## src/verilog/uac_pkg.sv

```systemverilog
package uac_pkg;
	// register byte offsets
	localparam logic [11:0] UAC_AFE_CTRL_OFS   = 12'h0C8;
	localparam logic [11:0] UAC_LINK_CFG_OFS   = 12'h140;
	localparam logic [11:0] UAC_IRQ_STAT_OFS   = 12'h200;
	localparam logic [11:0] UAC_IRQ_EN_OFS     = 12'h204;
	localparam logic [11:0] UAC_IRQ_CLR_OFS    = 12'h208;
	// upstream afe control fields
	localparam int UAC_TERM_BIT     = 29;
	localparam int UAC_SQUELCH_BIT  = 28;
	localparam int UAC_DISC_BIT     = 27;
	localparam int UAC_TUNE_LSB     = 24;
	localparam int UAC_TUNE_MSB     = 26;
	// chip link port config fields
	localparam int UAC_MODE_BIT     = 24;
	localparam int UAC_IMP_BIT      = 18;
	localparam int UAC_SLEW_BIT     = 17;
	localparam int UAC_SWAP_BIT     = 16;
	// interrupt status bits
	localparam int UAC_IRQ_SQ_BIT   = 0;
	localparam int UAC_IRQ_DISC_BIT = 1;
	localparam logic [1:0] UAC_IRQ_MASK = 2'h3;
	// reset values
	localparam logic [2:0] UAC_TUNE_RST = 3'h0;
	localparam logic       UAC_BIT_RST  = 1'h0;
	// axi responses
	localparam logic [1:0] UAC_RESP_OKAY   = 2'h0;
	localparam logic [1:0] UAC_RESP_SLVERR = 2'h2;
endpackage

```

## src/verilog/uac_img_sel.sv

```systemverilog
`timescale 1ns/1ps
// picks the image default: eeprom first, then otp, else zero
module uac_img_sel
	import uac_pkg::*;
(
	input  wire logic       eepromPresent,
	input  wire logic       otpPresent,
	input  wire logic [5:0] eepromBits,
	input  wire logic [5:0] otpBits,
	output logic      [5:0] imageBits
);
	// bit layout: [5:3] squelch tune, [2] impedance, [1] slew, [0] swap
	always_comb begin
		if (eepromPresent) begin
			imageBits = eepromBits;
		end else if (otpPresent) begin
			imageBits = otpBits;
		end else begin
			imageBits = {UAC_TUNE_RST, UAC_BIT_RST, UAC_BIT_RST, UAC_BIT_RST};
		end
	end
endmodule

```

## src/verilog/uac_regs.sv

```systemverilog
// Register access over AXI4-Lite was left to the implementer.
`timescale 1ns/1ps
// Contract
// termination output follows writable bit 29 of afe control, reset 0.
// bit 28 read-only squelch, 0 while high-speed data valid.
// bit 27 read-only disconnect flag; valid only at EOP bit 32.
// bits 26:24 squelch trip tune code drive the analog front end.
// squelch tune survives resets covered by reset protection.
// squelch tune defaults from eeprom, else otp, else zero.
// usb or lite reset reloads every image field from last image; the code keeps tune instead while reset protection is set.
// link config bit 24 selects usb (0) or chip-to-chip mode (1).
// mode select resets to the value of the mode strap pin.
// bit 18 picks 40 ohm (0) or 50 ohm (1) driver.
// bit 17 adjusts data/strobe slew by 30 percent when set.
// bit 16 swaps data and strobe pin roles when set.
// impedance, slew, swap default from eeprom, else otp, else zero.
// reserved bits read zero and ignore writes.
module uac_regs
	import uac_pkg::*;
(
	input  wire logic        ref_clk,
	input  wire logic        rst_n,
	// axi4-lite slave
	input  wire logic [11:0] s_axi_awaddr,
	input  wire logic        s_axi_awvalid,
	output logic             s_axi_awready,
	input  wire logic [31:0] s_axi_wdata,
	input  wire logic [3:0]  s_axi_wstrb,
	input  wire logic        s_axi_wvalid,
	output logic             s_axi_wready,
	output logic [1:0]       s_axi_bresp,
	output logic             s_axi_bvalid,
	input  wire logic        s_axi_bready,
	input  wire logic [11:0] s_axi_araddr,
	input  wire logic        s_axi_arvalid,
	output logic             s_axi_arready,
	output logic [31:0]      s_axi_rdata,
	output logic [1:0]       s_axi_rresp,
	output logic             s_axi_rvalid,
	input  wire logic        s_axi_rready,
	// configuration image and resets
	input  wire logic        eepromPresent,
	input  wire logic        otpPresent,
	input  wire logic [5:0]  eepromBits,
	input  wire logic [5:0]  otpBits,
	input  wire logic        imageLoad,
	input  wire logic        usbReset,
	input  wire logic        liteReset,
	input  wire logic        resetProtect,
	input  wire logic        portModeStrapPin,
	// analog front end status
	input  wire logic        afeSquelchN,
	input  wire logic        afeDisconnect,
	input  wire logic        eopBit32,
	// analog front end and link controls
	output logic             hsTerminationEnable,
	output logic [2:0]       squelchTripTune,
	output logic             portModeSelect,
	output logic             driverImpedanceSelect,
	output logic             driverSlewAdjust,
	output logic             dataStrobeSwap,
	output logic             irq
);
	// write response state
	typedef enum logic [1:0] {
		UAC_W_IDLE,
		UAC_W_RESP
	} uac_wst_e;

	// all module state in one packed word, registered in one place
	typedef struct packed {
		uac_wst_e    wSt;
		logic        awHave;
		logic [11:0] awAddr;
		logic        wHave;
		logic [31:0] wData;
		logic [3:0]  wStrb;
		logic        bValid;
		logic [1:0]  bResp;
		logic        rValid;
		logic [31:0] rData;
		logic [1:0]  rResp;
		logic        strapDone;
		logic [5:0]  image;
		logic        term;
		logic        squelchN;
		logic        disc;
		logic [2:0]  tune;
		logic        mode;
		logic        imp;
		logic        slew;
		logic        swap;
		logic [1:0]  irqStat;
		logic [1:0]  irqEn;
		logic        irqOut;
		logic        awRdy;
		logic        wRdy;
		logic        arRdy;
	} uac_state_s;

	// registered state and its next value
	uac_state_s st_r;
	uac_state_s st_nxt;
	logic [5:0] imageSel;

	// image source priority lives in its own small block
	uac_img_sel u_img (
		.eepromPresent (eepromPresent),
		.otpPresent    (otpPresent),
		.eepromBits    (eepromBits),
		.otpBits       (otpBits),
		.imageBits     (imageSel)
	);

	// merges write data into a register under byte strobes
	function automatic logic [31:0] uac_merge(input logic [31:0] old,
			input logic [31:0] dat, input logic [3:0] strb);
		logic [31:0] res;
		res = old;
		for (int i = 0; i < 4; i++) begin
			if (strb[i]) begin
				res[i*8 +: 8] = dat[i*8 +: 8];
			end
		end
		return res;
	endfunction

	// a write slot is free when empty and no response is waiting; the
	// take conditions and the ready flops share this one test
	function automatic logic uac_slot_free(input logic have,
			input uac_wst_e wst);
		return !have && wst == UAC_W_IDLE;
	endfunction

	// register image for reads; reserved bits stay zero
	function automatic logic [31:0] uac_read(input uac_state_s s,
			input logic [11:0] a, output logic ok);
		logic [31:0] v;
		v = 32'h0;
		ok = 1'b1;
		// unmapped offsets answer with an error and zero data
		case (a)
			UAC_AFE_CTRL_OFS: begin
				v[UAC_TERM_BIT] = s.term;
				v[UAC_SQUELCH_BIT] = s.squelchN;
				v[UAC_DISC_BIT] = s.disc;
				v[UAC_TUNE_MSB:UAC_TUNE_LSB] = s.tune;
			end
			UAC_LINK_CFG_OFS: begin
				v[UAC_MODE_BIT] = s.mode;
				v[UAC_IMP_BIT] = s.imp;
				v[UAC_SLEW_BIT] = s.slew;
				v[UAC_SWAP_BIT] = s.swap;
			end
			UAC_IRQ_STAT_OFS: v[1:0] = s.irqStat;
			UAC_IRQ_EN_OFS: v[1:0] = s.irqEn;
			UAC_IRQ_CLR_OFS: v = 32'h0; // write-only
			default: ok = 1'b0;
		endcase
		return v;
	endfunction

	// next-state logic: bus slave, field updates, status capture
	always_comb begin
		logic [31:0] m;
		logic        ok;
		logic        doWr;
		logic [1:0]  setEv;
		logic [1:0]  clrEv;
		logic        sqNew;
		logic        discNew;
		m = 32'h0;
		ok = 1'b0;
		doWr = 1'b0;
		setEv = 2'h0;
		clrEv = 2'h0;
		sqNew = 1'b0;
		discNew = 1'b0;
		st_nxt = st_r;

		// write address and data are taken in either order
		if (s_axi_awvalid && uac_slot_free(st_r.awHave, st_r.wSt)) begin
			st_nxt.awHave = 1'b1;
			st_nxt.awAddr = s_axi_awaddr;
		end
		if (s_axi_wvalid && uac_slot_free(st_r.wHave, st_r.wSt)) begin
			st_nxt.wHave = 1'b1;
			st_nxt.wData = s_axi_wdata;
			st_nxt.wStrb = s_axi_wstrb;
		end
		// response is raised the cycle after both halves are held
		if (st_r.wSt == UAC_W_IDLE && st_r.awHave && st_r.wHave) begin
			doWr = 1'b1;
			st_nxt.awHave = 1'b0;
			st_nxt.wHave = 1'b0;
			st_nxt.bValid = 1'b1;
			st_nxt.wSt = UAC_W_RESP;
			void'(uac_read(st_r, st_r.awAddr, ok));
			st_nxt.bResp = ok ? UAC_RESP_OKAY : UAC_RESP_SLVERR;
		end
		if (st_r.wSt == UAC_W_RESP && s_axi_bready) begin
			st_nxt.bValid = 1'b0;
			st_nxt.wSt = UAC_W_IDLE;
		end

		// register writes, reserved bits simply not stored
		// only the byte lanes that hold a field are looked at
		if (doWr) begin
			case (st_r.awAddr)
				UAC_AFE_CTRL_OFS: begin
					m = uac_merge(32'h0, st_r.wData, st_r.wStrb);
					if (st_r.wStrb[3]) begin
						st_nxt.term = m[UAC_TERM_BIT];
						st_nxt.tune = m[UAC_TUNE_MSB:UAC_TUNE_LSB];
					end
				end
				UAC_LINK_CFG_OFS: begin
					m = uac_merge(32'h0, st_r.wData, st_r.wStrb);
					if (st_r.wStrb[3]) begin
						st_nxt.mode = m[UAC_MODE_BIT];
					end
					if (st_r.wStrb[2]) begin
						st_nxt.imp = m[UAC_IMP_BIT];
						st_nxt.slew = m[UAC_SLEW_BIT];
						st_nxt.swap = m[UAC_SWAP_BIT];
					end
				end
				UAC_IRQ_EN_OFS: begin
					if (st_r.wStrb[0]) begin
						st_nxt.irqEn = st_r.wData[1:0] & UAC_IRQ_MASK;
					end
				end
				UAC_IRQ_CLR_OFS: begin
					if (st_r.wStrb[0]) begin
						clrEv = st_r.wData[1:0];
					end
				end
				default: m = 32'h0;
			endcase
		end

		// read channel, one outstanding read
		// arready stays low while rvalid stands
		if (st_r.rValid) begin
			if (s_axi_rready) begin
				st_nxt.rValid = 1'b0;
			end
		end else if (s_axi_arvalid) begin
			st_nxt.rData = uac_read(st_r, s_axi_araddr, ok);
			st_nxt.rResp = ok ? UAC_RESP_OKAY : UAC_RESP_SLVERR;
			st_nxt.rValid = 1'b1;
		end

		// live squelch; disconnect only latched at the eop strobe point
		sqNew = afeSquelchN;
		st_nxt.squelchN = sqNew;
		if (eopBit32) begin
			discNew = afeDisconnect;
			st_nxt.disc = discNew;
			if (discNew) begin
				setEv[UAC_IRQ_DISC_BIT] = 1'b1;
			end
		end
		// only the valid-to-invalid edge raises the event, not the level
		if (sqNew && !st_r.squelchN) begin
			setEv[UAC_IRQ_SQ_BIT] = 1'b1;
		end

		// a new event wins over a clear in the same cycle
		st_nxt.irqStat = (st_r.irqStat & ~clrEv) | setEv;
		st_nxt.irqOut = |(st_nxt.irqStat & st_nxt.irqEn);

		// image reload; a fresh image also refreshes the stored copy
		if (imageLoad) begin
			st_nxt.image = imageSel;
		end
		// usb and lite reset restore the last image; tune is skipped while
		// reset protection holds so a tuned trip point survives
		if (usbReset || liteReset) begin
			if (!resetProtect) begin
				st_nxt.tune = st_r.image[5:3];
			end
			st_nxt.imp = st_r.image[2];
			st_nxt.slew = st_r.image[1];
			st_nxt.swap = st_r.image[0];
		end
		// a fresh image is applied last so it beats a same-cycle reset
		if (imageLoad) begin
			st_nxt.tune = imageSel[5:3];
			st_nxt.imp = imageSel[2];
			st_nxt.slew = imageSel[1];
			st_nxt.swap = imageSel[0];
		end

		// strap is caught once, on the first clock after reset release
		// later software writes may change the mode freely
		if (!st_r.strapDone) begin
			st_nxt.strapDone = 1'b1;
			st_nxt.mode = portModeStrapPin;
		end

		// ready flops are computed one cycle ahead from the next state so
		// the bus sees a clean flop output instead of decode glitches
		st_nxt.awRdy = uac_slot_free(st_nxt.awHave, st_nxt.wSt);
		st_nxt.wRdy = uac_slot_free(st_nxt.wHave, st_nxt.wSt);
		st_nxt.arRdy = !st_nxt.rValid;
	end

	// single state register; reset takes only constants
	always_ff @(posedge ref_clk) begin
		if (!rst_n) begin
			st_r <= '0;
			st_r.wSt <= UAC_W_IDLE;
			st_r.tune <= UAC_TUNE_RST;
			st_r.term <= UAC_BIT_RST;
			st_r.awRdy <= 1'b1; // idle bus accepts at once
			st_r.wRdy <= 1'b1;
			st_r.arRdy <= 1'b1;
		end else begin
			st_r <= st_nxt;
		end
	end

	// write channel handshake, straight from the state flops
	assign s_axi_awready = st_r.awRdy;
	assign s_axi_wready = st_r.wRdy;
	assign s_axi_bvalid = st_r.bValid;
	assign s_axi_bresp = st_r.bResp;

	// read channel handshake
	assign s_axi_arready = st_r.arRdy;
	assign s_axi_rvalid = st_r.rValid;
	assign s_axi_rdata = st_r.rData;
	assign s_axi_rresp = st_r.rResp;

	// analog front end and link controls, plain flop copies
	assign hsTerminationEnable = st_r.term;
	assign squelchTripTune = st_r.tune;
	assign portModeSelect = st_r.mode;
	assign driverImpedanceSelect = st_r.imp;
	assign driverSlewAdjust = st_r.slew;
	assign dataStrobeSwap = st_r.swap;

	// interrupt level, already masked in the flop
	assign irq = st_r.irqOut;
endmodule

```

## config.mk

```make
export PLATFORM = sky130hd
export DESIGN_NAME = uac_regs
export DESIGN_NICKNAME = d
export VERILOG_FILES = /design/src/verilog/uac_pkg.sv /design/src/verilog/uac_img_sel.sv /design/src/verilog/uac_regs.sv
export SDC_FILE = /design/constraint.sdc
export NUM_CORES = 1
export LEC_CHECK = 0
export BUFFER_PORTS_ARGS = -buffer_cell sky130_fd_sc_hd__buf_4
export CAP_MARGIN = 10
export CORE_MARGIN = 8
export CORE_UTILIZATION = 53
export CTS_BUF_LIST = sky130_fd_sc_hd__clkbuf_8
export DETAILED_ROUTE_END_ITERATION = 10
export HOLD_SLACK_MARGIN = 0.05
export PLACE_DENSITY = 0.88
export SETUP_SLACK_MARGIN = 0.02
export SYNTH_ARGS = -nofsm -noshare
export SYNTH_HDL_FRONTEND = slang
export SYNTH_HIERARCHICAL = 1
export SYNTH_SLANG_ARGS = --single-unit
export TNS_END_PERCENT = 30
```

## constraint.sdc

```tcl
create_clock -name ref_clk -period 3.4 [get_ports ref_clk]
set_input_delay 0.51 -clock ref_clk [delete_from_list [all_inputs] [get_ports ref_clk]]
set_output_delay 0.51 -clock ref_clk [all_outputs]
set_load 0.005 [all_outputs]
```

==> metrics.txt <==
run status=complete, no violations; average wire per cell in the routed design=14.1 µm; Yosys warnings=6; global-route wire length before repair=11.7 mm; Top cell by count, worst path=o21ai_0; routed wire length=7.45 mm; routed vias/inst=5.11; vias in the first global route=2570; largest reg by FF count=st_r; multi-input gate area in the final layout=1600 µm²; drt initial violations=93; Max-cap violations=0; Skew-Pair Late Insertion Delay=0.34 ns; CP Buf/Inv Count=0; Post-CTS Setup Bufs=0; DP HPWL=5.80 mm; drc violations=0; setup violators final=0; pin count of the biggest net entering global routing=68; Post-CTS Resized=0; fin crit share=56.1%; asr flop ratio synth=0%; Fmax=524 MHz; gr ovfl total=0; crit path max fanout=6; static leakage=1.69 nW; DRT Pass-1 Iters=4; Cells after Synth=383; Final Slew Violations=0; predominant post-synthesis flop cell=dfxtp_1; I/O Buffers=91; Seq/Total Area, Yosys=41.7%; R2R Setup Slk=1.49 ns; WS Path Type=register to register; final hold vios=0; Fill cells=514; die height=94.5 µm; Period minus WS final=1.91 ns; GRT Util Overall=16.4%; critical path capture point type=register; CTS hold repair buffers=0; ant diodes=0; flip-flop and latch area=1360 µm²; area grow syn2layout=20.7%; Final Skew=0.00727 ns; # clock sinks=68; Die W=94.5 µm; die area=8920 µm²; Worst path top cell family by delay=simple AND/OR/NAND/NOR gates; CP peak stage delay=0.60 ns; Peak VDD IR=0.000349 V; Max-slew headroom=48.1%; total CTS buffers=9; Post-synth EDFFs=0; worst slew pin tran=0.776 ns; Post-DP Area=3750 µm²; layout cells sized above 1=26.7%; Avg Inst Size Synth=8.52 µm²; dominant cells by area after synthesis=dfxtp_1 42%, buf_4 9.2%, nand2_1 9.1%; Total Neg Setup Slack=0 ns; Synth Register Bits=68; top cells by count, synth=79 x nand2_1, 68 x dfxtp_1, 40 x buf_4; Mapped Area=3260 µm²; CP Launch Type=register; Nets=539; synth unique cells=49; clk buf depth=2; Core ar.=5920 µm²; initial antenna violation count=0; number of I/O pins=139; pwr dens=443 nW/µm²; CTS tree=yes; Required @ worst endpoint=3.66 ns; Worst-path clk slew=0.07 ns; Worst Path Arrival=2.17 ns; area leader, netlist=dfxtp_1; Synth top area share=41.7%; Routed Antenna Nets=0; Vias=2704; H-tree Lvls=3; Initial Utilization=55.1%; Final Instance Area=3940 µm²; slowest CP cell=o21ai_0; Min-Delay Path Class=primary input to register; RSZ-0062 raised after global routing=false; CP cell instances=nor3_1, nand4_1, o21ai_0, nand3_1, o21ai_0; Std-Cell Rows=28; CTS root buf=clkbuf_8; Largest register FFs=41; count leader, synth=nand2_1; Placer Congestion=0.812
==> tightest hold or removal path: cells and delay by family <==
kind	cells	cell delay, ns
buffers and inverters	2	0.13
and+or+nand+nor	1	0.06
==> final timing paths <==
path | start | to | cells after the start
setup reg to reg | st_r[100]$_SDFFE_PN0P_ | driverImpedanceSelect$_SDFFE_PN0P_ | 5
hold reg to reg | st_r[24]$_DFF_P_ | portModeSelect$_SDFFE_PN0P_ | 1
setup / recovery | st_r[100]$_SDFFE_PN0P_ | driverImpedanceSelect$_SDFFE_PN0P_ | 5
hold / removal | afeSquelchN | st_r[16]$_SDFF_PN0_ | 3
==> power by group <==
group / internal, mW / switching (mW)
Clock: 0.350 / 0.291
Combinational: 0.121 / 0.113
Sequential: 0.840 / 0.0297
==> cell usage in the layout (no fill, tap or decap), types with 11 or more instances in the layout <==
master	Yosys	final
a21boi_0	25	25
nor2b_1	24	24
o21ai_0	14	14
a21oi_1	11	11
conb_1	1	23
nor2_1	17	17
mux2i_1	15	15
nand2_1	79	79
buf_4	40	91
dfxtp_1	68	68
==> layout make-up <==
| type | instances | share of cell area, % |
|---|---|---|
| repair buffers | 91 | 17.3 |
| multi-input cells | 276 | 40.5 |
| clock inverters | 5 | 1.33 |
| inverters | 4 | 0.381 |
| flip-flops and latches | 68 | 34.6 |
| clock buffers | 10 | 3.49 |
| well taps | 75 | 2.38 |
==> layer usage <==
metal | GRT usage [%] | share of wire [%]
met4 | 7.80 | 1.7
met5 | 0 | 0
met1 | 17.9 | 40
met3 | 6.83 | 11
met2 | 26.9 | 48
==> metrics by stage <==
stage,hold WS [ns],util (%),total power [mW],cells,worst slack (ns)
floorplan,0.400,-,1.04,405,1.60
global placement,0.407,63.3,1.11,514,1.44
detailed placement,0.420,63.3,1.12,514,1.43
CTS,0.376,66.5,1.76,529,1.48
global route,0.399,66.5,1.83,529,1.29
finish,0.390,66.5,1.75,529,1.49
==> cell families after synthesis <==
| group | after synthesis | synth area share, % |
|---|---|---|
| compound gates | 76 | 16.1 |
| buf+inv | 61 | 11.9 |
| flops | 68 | 41.7 |
| mux | 15 | 4.60 |
| other cells | 1 | 0.115 |
| simple gates | 162 | 25.6 |
No activity file was read; power rests on OpenSTA's default activity.
